[config.mk]
export PLATFORM = sky130hd
export DESIGN_NAME = sldsp_top
export DESIGN_NICKNAME = d
export VERILOG_FILES = /design/src/rtl/sldsp_pkg.sv /design/src/rtl/sldsp_top.sv
export SDC_FILE = /design/constraint.sdc
export NUM_CORES = 1
export LEC_CHECK = 0
export ABC_CLOCK_PERIOD_IN_PS = 3950
export BUFFER_PORTS_ARGS = -buffer_cell sky130_fd_sc_hd__buf_2
export CORE_UTILIZATION = 48
export DETAILED_ROUTE_END_ITERATION = 16
export PLACE_DENSITY_LB_ADDON = 0.1
export SLEW_MARGIN = 25
export SYNTH_ARGS = -nofsm -noshare
export SYNTH_HDL_FRONTEND = slang
export SYNTH_SLANG_ARGS = --single-unit
[constraint.sdc]
create_clock -name aclk -period 3.95 [get_ports aclk]
set_input_delay 0.5925 -clock aclk [delete_from_list [all_inputs] [get_ports aclk]]
set_output_delay 0.5925 -clock aclk [all_outputs]
set_load 0.01 [all_outputs]
[src/rtl/sldsp_pkg.sv]
// Package for the status LED fault display block
package sldsp_pkg;
  // Clock rate and timing
  localparam int unsigned CLK_HZ = 125_000_000;
  localparam int unsigned SCROLL_STEP_MS = 250; // Scroll step period
  localparam int unsigned SCROLL_CYC = CLK_HZ / 1000 * SCROLL_STEP_MS;
  localparam int unsigned RAMP_STEP_US = 20; // Time per ramp level step
  localparam int unsigned RAMP_CYC = CLK_HZ / 1_000_000 * RAMP_STEP_US;
  // AXI4-Lite register offsets
  localparam logic [7:0] CTRL_OFS = 8'h00;
  localparam logic [7:0] STAT_OFS = 8'h04;
  localparam logic [7:0] SEG_OFS = 8'h08;
  localparam logic [7:0] PARAM_OFS = 8'h0c;
  // Control field positions
  localparam int CTRL_RC_BIT = 0; // Radio control mode
  localparam int CTRL_MIX_BIT = 1; // Mixed steering configuration
  localparam int CTRL_EDIT_BIT = 2; // Parameter editing active
  localparam logic [31:0] CTRL_RST = 32'h0000_0001;
  localparam logic [31:0] PARAM_RST = 32'h0000_0000;
  // Software revision digits, arbitrary values
  localparam logic [3:0] REV_D0 = 4'h1;
  localparam logic [3:0] REV_D1 = 4'h0;
  // Segment bits: {g,f,e,d,c,b,a}
  localparam logic [6:0] SEG_FREE = 7'h40; // Centre bar only
  localparam logic [6:0] SEG_BLANK = 7'h00;
  // Scrolling message glyphs, four per message
  localparam logic [27:0] MSG_NOCTL = {7'h54, 7'h5c, 7'h3f, 7'h39}; // n, o, O, C
  localparam logic [27:0] MSG_ESTOP = {7'h79, 7'h6d, 7'h78, 7'h73}; // E, S, t, P
  // Display source
  typedef enum logic [2:0] {
    SLD_SRC_DIR, SLD_SRC_FREE, SLD_SRC_NOCTL, SLD_SRC_ESTOP, SLD_SRC_PARAM, SLD_SRC_TEST
  } sld_src_t;
  // Self-test phase
  typedef enum logic [2:0] {
    SLD_ST_REV0, SLD_ST_REV1, SLD_ST_M1F, SLD_ST_M1R, SLD_ST_M2F, SLD_ST_M2R
  } sld_st_t;
endpackage : sldsp_pkg

[src/rtl/sldsp_top.sv]
// Status LED fault display with AXI4-Lite control registers
//
// The AXI4-Lite slave port and the placing of the registers were decided locally.
`timescale 1ns/1ps
`default_nettype none
module sldsp_top (
  // Clock and reset
  input wire logic aclk,
  input wire logic aresetn,
  // AXI4-Lite write address
  input wire logic s_axi_awvalid,
  output logic s_axi_awready,
  input wire logic [7:0] s_axi_awaddr,
  // AXI4-Lite write data
  input wire logic s_axi_wvalid,
  output logic s_axi_wready,
  input wire logic [31:0] s_axi_wdata,
  input wire logic [3:0] s_axi_wstrb,
  // AXI4-Lite write response
  output logic s_axi_bvalid,
  input wire logic s_axi_bready,
  output logic [1:0] s_axi_bresp,
  // AXI4-Lite read
  input wire logic s_axi_arvalid,
  output logic s_axi_arready,
  input wire logic [7:0] s_axi_araddr,
  output logic s_axi_rvalid,
  input wire logic s_axi_rready,
  output logic [31:0] s_axi_rdata,
  output logic [1:0] s_axi_rresp,
  // Power stage commands from the motor control logic
  input wire logic dir1_rev,
  input wire logic dir2_rev,
  input wire logic out_off,
  input wire logic estop,
  // Radio detection, asynchronous pins
  input wire logic rc1_valid,
  input wire logic rc2_valid,
  // Buttons, asynchronous pins, active low
  input wire logic btn_prog_n,
  input wire logic btn_set_n,
  // Display and motor outputs
  output logic [6:0] seg,
  output logic motor_enable,
  output logic test_drive,
  output logic [7:0] test_level1,
  output logic test_level2_dummy
);
  import sldsp_pkg::*;

  // Segment pattern from two direction bits
  function automatic logic [6:0] dir_glyph(input logic r1, input logic r2);
    // Motor 1 bit lights the f/e pair, motor 2 bit the c/b pair
    // Bottom bar always lit so both-forward never looks blank
    dir_glyph = {1'b0, r1, r1, 1'b1, r2, r2, 1'b0};
  endfunction

  // Nibble to digit glyph
  function automatic logic [6:0] hex_glyph(input logic [3:0] v);
    unique case (v)
      4'h0: hex_glyph = 7'h3f;
      4'h1: hex_glyph = 7'h06;
      4'h2: hex_glyph = 7'h5b;
      4'h3: hex_glyph = 7'h4f;
      4'h4: hex_glyph = 7'h66;
      4'h5: hex_glyph = 7'h6d;
      4'h6: hex_glyph = 7'h7d;
      4'h7: hex_glyph = 7'h07;
      4'h8: hex_glyph = 7'h7f;
      4'h9: hex_glyph = 7'h6f;
      default: hex_glyph = 7'h79;
    endcase
  endfunction

  // Pin synchronisers, stage one read only by stage two
  logic [3:0] sync1_q;
  logic [3:0] sync2_q;
  always_ff @(posedge aclk) begin
    if (!aresetn) begin
      // Radio starts invalid so motors never enable on a stale level
      sync1_q <= 4'hc;
      sync2_q <= 4'hc;
    end else begin
      sync1_q <= {btn_set_n, btn_prog_n, rc2_valid, rc1_valid};
      sync2_q <= sync1_q;
    end
  end
  wire logic rc1_s = sync2_q[0];
  wire logic rc2_s = sync2_q[1];
  wire logic buttons_held = ~sync2_q[2] & ~sync2_q[3];

  // Registers
  logic [31:0] ctrl_q;
  logic [31:0] param_q;

  // Radio enable decision
  logic radio_ok;
  always_comb begin
    if (ctrl_q[CTRL_MIX_BIT]) begin
      radio_ok = rc1_s & rc2_s;
    end else begin
      radio_ok = rc1_s | rc2_s;
    end
  end

  // Self-test entry window just after reset release
  logic [2:0] boot_q; // Cycles since reset, saturating
  logic test_q; // Self-test latched
  always_ff @(posedge aclk) begin
    if (!aresetn) begin
      boot_q <= 3'h0;
      test_q <= 1'b0;
    end else begin
      if (boot_q != 3'h7) begin
        boot_q <= boot_q + 3'h1;
      end
      // Sample buttons once the synchroniser has settled
      if (boot_q == 3'h3 && buttons_held) begin
        test_q <= 1'b1;
      end
    end
  end

  // Scroll step timer shared by messages and self-test
  logic [31:0] tick_cnt_q;
  logic tick;
  assign tick = (tick_cnt_q == SCROLL_CYC - 1);
  always_ff @(posedge aclk) begin
    if (!aresetn) begin
      tick_cnt_q <= '0;
    end else if (tick) begin
      tick_cnt_q <= '0;
    end else begin
      tick_cnt_q <= tick_cnt_q + 32'h1;
    end
  end

  // Message scroll index, restarts whenever the source changes
  sld_src_t src;
  sld_src_t src_q;
  logic [1:0] scroll_q;
  always_ff @(posedge aclk) begin
    if (!aresetn) begin
      scroll_q <= 2'h0;
      src_q <= SLD_SRC_DIR;
    end else begin
      src_q <= src;
      if (src != src_q) begin
        scroll_q <= 2'h0;
      end else if (tick) begin
        scroll_q <= scroll_q + 2'h1;
      end
    end
  end

  // Self-test sequencer; ramps at a fine step, phases loop forever
  sld_st_t st_q;
  logic [7:0] ramp_q;
  logic [31:0] ramp_cnt_q;
  always_ff @(posedge aclk) begin
    if (!aresetn) begin
      st_q <= SLD_ST_REV0;
      ramp_q <= 8'h00;
      ramp_cnt_q <= '0;
    end else if (test_q) begin
      unique case (st_q)
        SLD_ST_REV0: if (tick) st_q <= SLD_ST_REV1;
        SLD_ST_REV1: if (tick) st_q <= SLD_ST_M1F;
        default: begin
          if (ramp_cnt_q == RAMP_CYC - 1) begin
            ramp_cnt_q <= '0;
            if (ramp_q == 8'hff) begin
              ramp_q <= 8'h00;
              unique case (st_q)
                SLD_ST_M1F: st_q <= SLD_ST_M1R;
                SLD_ST_M1R: st_q <= SLD_ST_M2F;
                SLD_ST_M2F: st_q <= SLD_ST_M2R;
                default: st_q <= SLD_ST_REV0;
              endcase
            end else begin
              ramp_q <= ramp_q + 8'h01;
            end
          end else begin
            ramp_cnt_q <= ramp_cnt_q + 32'h1;
          end
        end
      endcase
    end
  end
  wire logic st_rev = (st_q == SLD_ST_REV0) || (st_q == SLD_ST_REV1);
  wire logic st_m1r = (st_q == SLD_ST_M1R);
  wire logic st_m2r = (st_q == SLD_ST_M2R);

  // Source selection; faults and self-test win over direction
  always_comb begin
    if (test_q) begin
      src = SLD_SRC_TEST;
    end else if (estop) begin
      src = SLD_SRC_ESTOP;
    end else if (ctrl_q[CTRL_RC_BIT] && !radio_ok) begin
      src = SLD_SRC_NOCTL;
    end else if (ctrl_q[CTRL_EDIT_BIT]) begin
      src = SLD_SRC_PARAM;
    end else if (out_off) begin
      src = SLD_SRC_FREE;
    end else begin
      src = SLD_SRC_DIR;
    end
  end

  // Segment drive; direction ignores power, zero command is forward
  logic [6:0] seg_d;
  always_comb begin
    unique case (src_q)
      SLD_SRC_TEST: begin
        if (st_rev) begin
          // Flash: blank on odd scroll steps
          seg_d = scroll_q[0] ? SEG_BLANK
                : hex_glyph(st_q == SLD_ST_REV0 ? REV_D0 : REV_D1);
        end else begin
          seg_d = dir_glyph(st_m1r, st_m2r);
        end
      end
      SLD_SRC_ESTOP: seg_d = MSG_ESTOP[27 - 7 * scroll_q -: 7];
      SLD_SRC_NOCTL: seg_d = MSG_NOCTL[27 - 7 * scroll_q -: 7];
      SLD_SRC_PARAM: seg_d = scroll_q[0] ? hex_glyph(param_q[3:0]) : hex_glyph(param_q[11:8]);
      SLD_SRC_FREE: seg_d = SEG_FREE;
      default: seg_d = dir_glyph(dir1_rev, dir2_rev);
    endcase
  end

  // Registered outputs
  always_ff @(posedge aclk) begin
    if (!aresetn) begin
      seg <= SEG_BLANK;
      motor_enable <= 1'b0;
      test_drive <= 1'b0;
      test_level1 <= 8'h00;
      test_level2_dummy <= 1'b0;
    end else begin
      seg <= seg_d;
      // Motors held off while any fault message is up
      motor_enable <= (src == SLD_SRC_DIR) || (src == SLD_SRC_FREE)
                    || (src == SLD_SRC_PARAM);
      test_drive <= test_q && !st_rev;
      test_level1 <= ramp_q;
      test_level2_dummy <= st_m2r || (st_q == SLD_ST_M2F);
    end
  end

  // AXI4-Lite write channel: accept both, answer once
  logic aw_hold_q;
  logic w_hold_q;
  logic [7:0] awaddr_q;
  logic [31:0] wdata_q;
  logic [3:0] wstrb_q;
  wire logic do_write = aw_hold_q && w_hold_q && !s_axi_bvalid;
  always_ff @(posedge aclk) begin
    if (!aresetn) begin
      aw_hold_q <= 1'b0;
      w_hold_q <= 1'b0;
      awaddr_q <= 8'h00;
      wdata_q <= 32'h0;
      wstrb_q <= 4'h0;
      s_axi_bvalid <= 1'b0;
      s_axi_bresp <= 2'b00;
    end else begin
      if (s_axi_awvalid && s_axi_awready) begin
        aw_hold_q <= 1'b1;
        awaddr_q <= s_axi_awaddr;
      end
      if (s_axi_wvalid && s_axi_wready) begin
        w_hold_q <= 1'b1;
        wdata_q <= s_axi_wdata;
        wstrb_q <= s_axi_wstrb;
      end
      if (do_write) begin
        aw_hold_q <= 1'b0;
        w_hold_q <= 1'b0;
        s_axi_bvalid <= 1'b1;
        s_axi_bresp <= (awaddr_q == CTRL_OFS || awaddr_q == PARAM_OFS) ? 2'b00 : 2'b10;
      end else if (s_axi_bvalid && s_axi_bready) begin
        s_axi_bvalid <= 1'b0;
      end
    end
  end
  assign s_axi_awready = !aw_hold_q;
  assign s_axi_wready = !w_hold_q;

  // Register storage with byte strobes
  always_ff @(posedge aclk) begin
    if (!aresetn) begin
      ctrl_q <= CTRL_RST;
      param_q <= PARAM_RST;
    end else if (do_write) begin
      for (int i = 0; i < 4; i++) begin
        if (wstrb_q[i] && awaddr_q == CTRL_OFS) ctrl_q[8*i +: 8] <= wdata_q[8*i +: 8];
        if (wstrb_q[i] && awaddr_q == PARAM_OFS) param_q[8*i +: 8] <= wdata_q[8*i +: 8];
      end
    end
  end

  // AXI4-Lite read channel, one cycle answer
  always_ff @(posedge aclk) begin
    if (!aresetn) begin
      s_axi_rvalid <= 1'b0;
      s_axi_rdata <= 32'h0;
      s_axi_rresp <= 2'b00;
    end else if (s_axi_arvalid && s_axi_arready) begin
      s_axi_rvalid <= 1'b1;
      s_axi_rresp <= 2'b00;
      unique case (s_axi_araddr)
        CTRL_OFS: s_axi_rdata <= ctrl_q;
        STAT_OFS: s_axi_rdata <= {23'h0, st_q, src_q, radio_ok, test_q, motor_enable};
        SEG_OFS: s_axi_rdata <= {25'h0, seg};
        PARAM_OFS: s_axi_rdata <= param_q;
        default: begin
          s_axi_rdata <= 32'h0;
          s_axi_rresp <= 2'b10;
        end
      endcase
    end else if (s_axi_rvalid && s_axi_rready) begin
      s_axi_rvalid <= 1'b0;
    end
  end
  assign s_axi_arready = !s_axi_rvalid;

  // Checks
  no_ctl_a: assert property (@(posedge aclk) disable iff (!aresetn)
    (!test_q && !estop && ctrl_q[CTRL_RC_BIT] && !radio_ok) |=> src_q == SLD_SRC_NOCTL)
    else $error("no-control not selected");
  mix_need_a: assert property (@(posedge aclk) disable iff (!aresetn)
    (ctrl_q[CTRL_MIX_BIT] && !(rc1_s && rc2_s)) |-> !radio_ok)
    else $error("mixed mode enabled on one channel");
  sep_any_a: assert property (@(posedge aclk) disable iff (!aresetn)
    (!ctrl_q[CTRL_MIX_BIT] && (rc1_s || rc2_s)) |-> radio_ok)
    else $error("separate mode not enabled");
  free_pat_a: assert property (@(posedge aclk) disable iff (!aresetn)
    (src_q == SLD_SRC_FREE) |=> seg == SEG_FREE)
    else $error("freewheel pattern wrong");
  dir_pat_a: assert property (@(posedge aclk) disable iff (!aresetn)
    (src_q == SLD_SRC_DIR && !dir1_rev && !dir2_rev) |=> seg == dir_glyph(1'b0, 1'b0))
    else $error("forward pattern wrong");
  fault_stop_a: assert property (@(posedge aclk) disable iff (!aresetn)
    (src == SLD_SRC_ESTOP || src == SLD_SRC_NOCTL) |=> !motor_enable)
    else $error("motors enabled during fault");
  test_prio_a: assert property (@(posedge aclk) disable iff (!aresetn)
    test_q |=> src_q == SLD_SRC_TEST)
    else $error("self-test not prioritised");
  test_stay_a: assert property (@(posedge aclk) disable iff (!aresetn)
    test_q |=> test_q)
    else $error("self-test left without reset");
endmodule : sldsp_top
`default_nettype wire

# [Yosys cells after proc, flatten, opt, wreduce, memory -nomap -nowiden]
# Memory sizes are Yosys's and may differ from the RTL's. A register that Yosys moved wholly into a read port is not among the register bits.
# Cells that the tools add are included.
[word_totals] mem_count=3 inputBits=67 elab_cells=159 output_inout_bits=59 mem_bits_ro=336 regBits=258
[classes] addsub=6 shift=2 n_eq_ne=24 mux=30 multipliers=1 reduce_logical=53 bitwise_logic=7
[memory_table] name="(name not given)" words=16 width=7 read_ports=1 rd_ports_with_merged_regs=0 wr=0 line="sldsp_top.sv:60" text="unique case (v)"
[memory_table] name="(name not given)" words=16 width=7 read_ports=1 rd_ports_with_merged_regs=1 wr=0 line="sldsp_top.sv:60"
[memory_table] name="(name not given)" words=16 width=7 read_ports=1 rd_ports_with_merged_regs=1 wr=0 line="sldsp_top.sv:60"
[op_table] operator="32-bit case mux with 4 select lines" count=1
[op_table] operator="34-bit by 33-bit indexed part select with 7-bit output (first input constant)" count=2
[op_table] operator="32-bit by 1-bit adder with 32-bit output (second input constant)" count=2
[op_table] operator="7-bit case mux with 5 select lines" count=1
[op_table] operator="32-bit by 12-bit equality test with 1-bit output (second input constant)" count=1
[op_table] operator="32-bit by 25-bit equality test with 1-bit output (second input constant)" count=1
[op_table] operator="32-bit two-way mux" count=1
[op_table] operator="8-bit by 4-bit equality test with 1-bit output (second input constant)" count=3
[op_table] operator="3-bit two-way mux" count=8
[op_table] operator="7-bit two-way mux" count=3
[op_table] operator="1-bit logical AND" count=18
[op_table] operator="2-bit AND reduction" count=9
[op_table] operator="8-bit logical NOT" count=2
[op_table] operator="4-bit two-way mux" count=4
[op_table] operator="3-bit by 2-bit equality test with 1-bit output (second input constant)" count=5
[op_table] operator="3-bit equality test (second input constant)" count=5
[op_table] operator="3-bit by 1-bit equality test with 1-bit output (second input constant)" count=3
[op_table] operator="3-bit case mux with 3 select lines" count=1
[op_table] operator="8-bit by 1-bit adder with 8-bit output (second input constant)" count=1
[op_table] operator="8-bit by 3-bit equality test with 1-bit output (second input constant)" count=1
[op_table] operator="8-bit equality test (second input constant)" count=1
[op_table] operator="8-bit two-way mux" count=1
[op_table] operator="2-bit OR reduction" count=4
[op_table] operator="1-bit two-way mux" count=7
[op_table] operator="other kinds (20)" count=38

# [Longest topological paths before layout]
[logic_depth] word_depth=10 mapped_depth=10 depth_no_buf=8

# [Worst setup path before layout]
# Ideal clock, no wire load.
[synth_timing] path_type="register to register" start="register awaddr_q[1]" end="register with a tool-made name" t_required_ps=3836 setup_slack_ps=1220 synth_period_minus_slack_ps=2730 setup_ps=114 t_arrival_ps=2616 path_buffers=1 stages_incl_launch_ff=9 cell_sequence="dfxtp_1 > or4_4 > buf_6 > nor4_4 > mux2_2 > and2_1 > ha_1 > nand2_1 > a21o_1"
[synth_rtl] element="start, declared" line="sldsp_top.sv:254" text="logic [7:0] awaddr_q;"
[synth_rtl] element="start signal, assigned" line="sldsp_top.sv:270" text="awaddr_q <= s_axi_awaddr;"

# [Final worst setup path]
[layout_timing] start="register src_q[1]" end="register seg[5]"
[layout_between] elab_chain_len=2 elab_cells_between_ends=6 classes_between="5 x eq/ne; 1 x mux"
[layout_rtl] element="start, declared" line="sldsp_top.sv:140" text="sld_src_t src_q;"
[layout_rtl] element="start signal, assigned" line="sldsp_top.sv:147" text="src_q <= src;"
[layout_rtl] element="3-bit by 1-bit equality test with 1-bit output, or another cell as far along" line="sldsp_top.sv:214" text="unique case (src_q)"
[layout_rtl] element="7-bit case mux with 5 select lines (*)" line="sldsp_top.sv:214"
[layout_rtl] element="end signal, assigned" line="sldsp_top.sv:241" text="seg <= seg_d;"
[layout_rtl] element="end, declared" line="sldsp_top.sv:43" text="output logic [6:0] seg,"
# Mark *: on every way between the ends. The rest lies on a longest branch, timed or not.
# A chain may end at the register's enable or synchronous reset.

==> flow_summary.json <==
{
  "cp.arrival_ns": 3.17,
  "crit_path_start_kind": "flip-flop",
  "via_per_inst": 5.50,
  "ant_nets": 0,
  "ctsHoldBuffers": 0,
  "hold_viol": 0,
  "h-tree-depth": 1,
  "place_congestion": 0.917,
  "cts_root_buffer": "clkbuf_16",
  "clk_pin_slew_worst_paths_ns": 0.06,
  "num_rows": 57,
  "synth_area_leaders": "dfxtp_1, nand2_1, a21oi_1",
  "cp-end-kind": "flip-flop",
  "fmax_mhz": 361,
  "grt_antenna_before_repair": 0,
  "fp.dieH_um": 160,
  "synth_most_common_cell": "dfxtp_1",
  "num-nets-final": 1600,
  "hold_ws_ns": 0.242,
  "ios": 126,
  "synth_flop_cell": "dfxtp_1",
  "start_util_pct": 49.3,
  "finalWirelength_um": 29900,
  "cts_setup_buffers": 0,
  "critPathSlowestCell": "or3b_2",
  "synthCells": 1411,
  "tns_ns": 0,
  "grt_max_degree": 123,
  "cts_tree": "yes",
  "period_minus_slack_ns": 2.77,
  "fin_skew_ns": 0.00798,
  "swShare_pct": 22.4,
  "cp_cell_sequence": "or3b_2 -> inv_1 -> ha_1 -> nor2b_1 -> a21o_1 -> a21oi_1 -> o31ai_1 -> o32ai_1",
  "synth_top_area_share_pct": 44.8,
  "net-switching-power_mw": 1.31,
  "slew_headroom_pct": 35.5,
  "syn_area_per_cell_um2": 8.54,
  "grt_pass1_wl_um": 49600,
  "powerDensity_nw_per_um2": 420,
  "area_growth_pct": 15.4,
  "grt_pass1_vias": 9624,
  "numCtsBuffers": 29,
  "irDropWorstVdd_v": 0.000361,
  "ys_ff_latch": 270,
  "cts_buffer_depth": 3,
  "yosys_warnings": 0,
  "slew_violations": 0,
  "worstSetupPathType": "reg2reg",
  "outcome": "completed",
  "period_share_pct": 70.2,
  "hp-class": "in2reg",
  "vias": 10155,
  "stdcell_area_um2": 13900,
  "async_flop_share_pct": 0,
  "worst-path-buf-inv": 1,
  "coreArea_um2": 24500,
  "slowest_delay_ns": 0.63,
  "synth_area_um2": 12100,
  "grt-ovfl-total": 0,
  "placed_cell_area_um2": 13000,
  "numPortBuffers": 123,
  "worstPathMaxFanout": 14,
  "p_int_mw": 4.54,
  "worstMarginPinSlew_ns": 0.960,
  "dieWidth_um": 160,
  "p_clk_share_pct": 46.6,
  "die_area_um2": 25800,
  "crit_required_ns": 4.35,
  "groute.usage.overall_pct": 23.3,
  "setup-violations-final": 0,
  "yosys.area.top_type": "dfxtp_1",
  "yosys-top-cells-count": "dfxtp_1, nand2_1, nor2_1, a21oi_1, nand3_1",
  "ctsResizeCount": 0,
  "clkSinkCount": 270,
  "critPathTopFamily": "simple AND/OR/NAND/NOR gates",
  "dp_hpwl_um": 20200,
  "clkLatencyLatePin_ns": 0.53,
  "drc_errors": 0,
  "p_leak_nw": 5.37,
  "synth_cell_types": 64,
  "wl_per_cell_um": 16.2,
  "p_seq_share_pct": 48.3,
  "grt_setup_unrepaired": "no",
  "firstDrtPassIters": 5,
  "drt_iter0_markers": 740,
  "synth_edf_count": 0,
  "diodes": 0,
  "yosysSeqAreaShare_pct": 44.8,
  "drive_gt1_share_pct": 15.1,
  "maxCapViolCount": 0,
  "p_comb_share_pct": 5.1
}
## through the flow
stage          power, mW  setup slack [ns]  std cells  utilization (%)
6_report            5.85              1.18       1845             56.9
5_1_grt             6.06             0.984       1845             56.9
4_1_cts             5.91              1.16       1845             56.9
3_5_place_dp        3.18              1.17       1795             53.0
3_3_place_gp        3.18              1.21       1795             52.9
2_1_floorplan       3.07              1.22       1412                -
## layout by cell type (no fill, tap or decap), types with 31 or more instances in the layout
cell     Yosys  layout
a22oi_1     32      32
nand3_1     88      88
buf_2        0     123
xor2_1      47      47
dfxtp_1    270     270
nor2_1     150     150
nand2_1    196     196
nand4_1     31      31
a21oi_1    122     122
## sequential cells by signal, summed over array words and instances, names as in the netlist, 4 cells and up, named ones only
signal	flops
ctrl_q	32
param_q	32
ramp_cnt_q	32
s_axi_rdata	32
tick_cnt_q	32
wdata_q	32
awaddr_q	8
ramp_q	8
test_level1	8
seg	7
sync1_q	4
sync2_q	4
wstrb_q	4
## final cells by class
class / instances / area, um^2
Multi-Input combinational cell: 1023 / 6230
Clock inverter: 8 / 123
Clock buffer: 42 / 835
Tap cell: 324 / 405
Sequential cell: 270 / 5410
Fill cell: 2251 / 10500
Inverter: 34 / 130
Timing Repair Buffer: 144 / 786
## path summary, 6_finish.rpt
kind                    from    endpoint  slack (ns)  cells past startpoint
setup / recovery    src_q[1]      seg[5]        1.18                      8
hold / removal     btn_set_n  sync1_q[3]        0.24                      2
setup reg to reg    src_q[1]      seg[5]        1.18                      8
hold reg to reg   sync1_q[2]  sync2_q[2]        0.41                      1
## layer usage
| metal | global-route usage [%] | vias up | share of wire [%] |
|---|---|---|---|
| li1 | - | 5113 | - |
| met1 | 32.0 | 4749 | 47 |
| met2 | 38.4 | 252 | 46 |
| met3 | 3.33 | 41 | 4.7 |
| met4 | 6.19 | 0 | 2.3 |
| met5 | 0 | - | 0 |
## worst reg2reg max path, delay by kind of cell (launching register included)
kind	cells	cell delay, ns
compound gates	4	0.56
fa+ha+maj	1	0.33
buf+inv	1	0.29
flops	1	0.59
simple gates	2	0.88
## cells by family after synthesis
logic type | Yosys count | share of synthesized area, %
buffers and inverters | 119 | 3.88
adders and majority gates | 31 | 3.22
DFF | 270 | 44.8
other | 1 | 0.0311
muxes | 50 | 5.20
AOI/OAI and AO/OA | 266 | 14.0
and+or+nand+nor | 609 | 24.1
xor gates and xnor gates | 65 | 4.72
## power groups by stage
stage | Combinational, mW | Sequential, mW | Clock [mW]
2_1_floorplan | 0.207 | 2.86 | 0
3_5_place_dp | 0.301 | 2.88 | 0
4_1_cts | 0.302 | 2.82 | 2.78
5_1_grt | 0.335 | 2.83 | 2.90
6_report | 0.301 | 2.82 | 2.72
3_3_place_gp | 0.300 | 2.88 | 0
(Power assumes the default switching activity.)
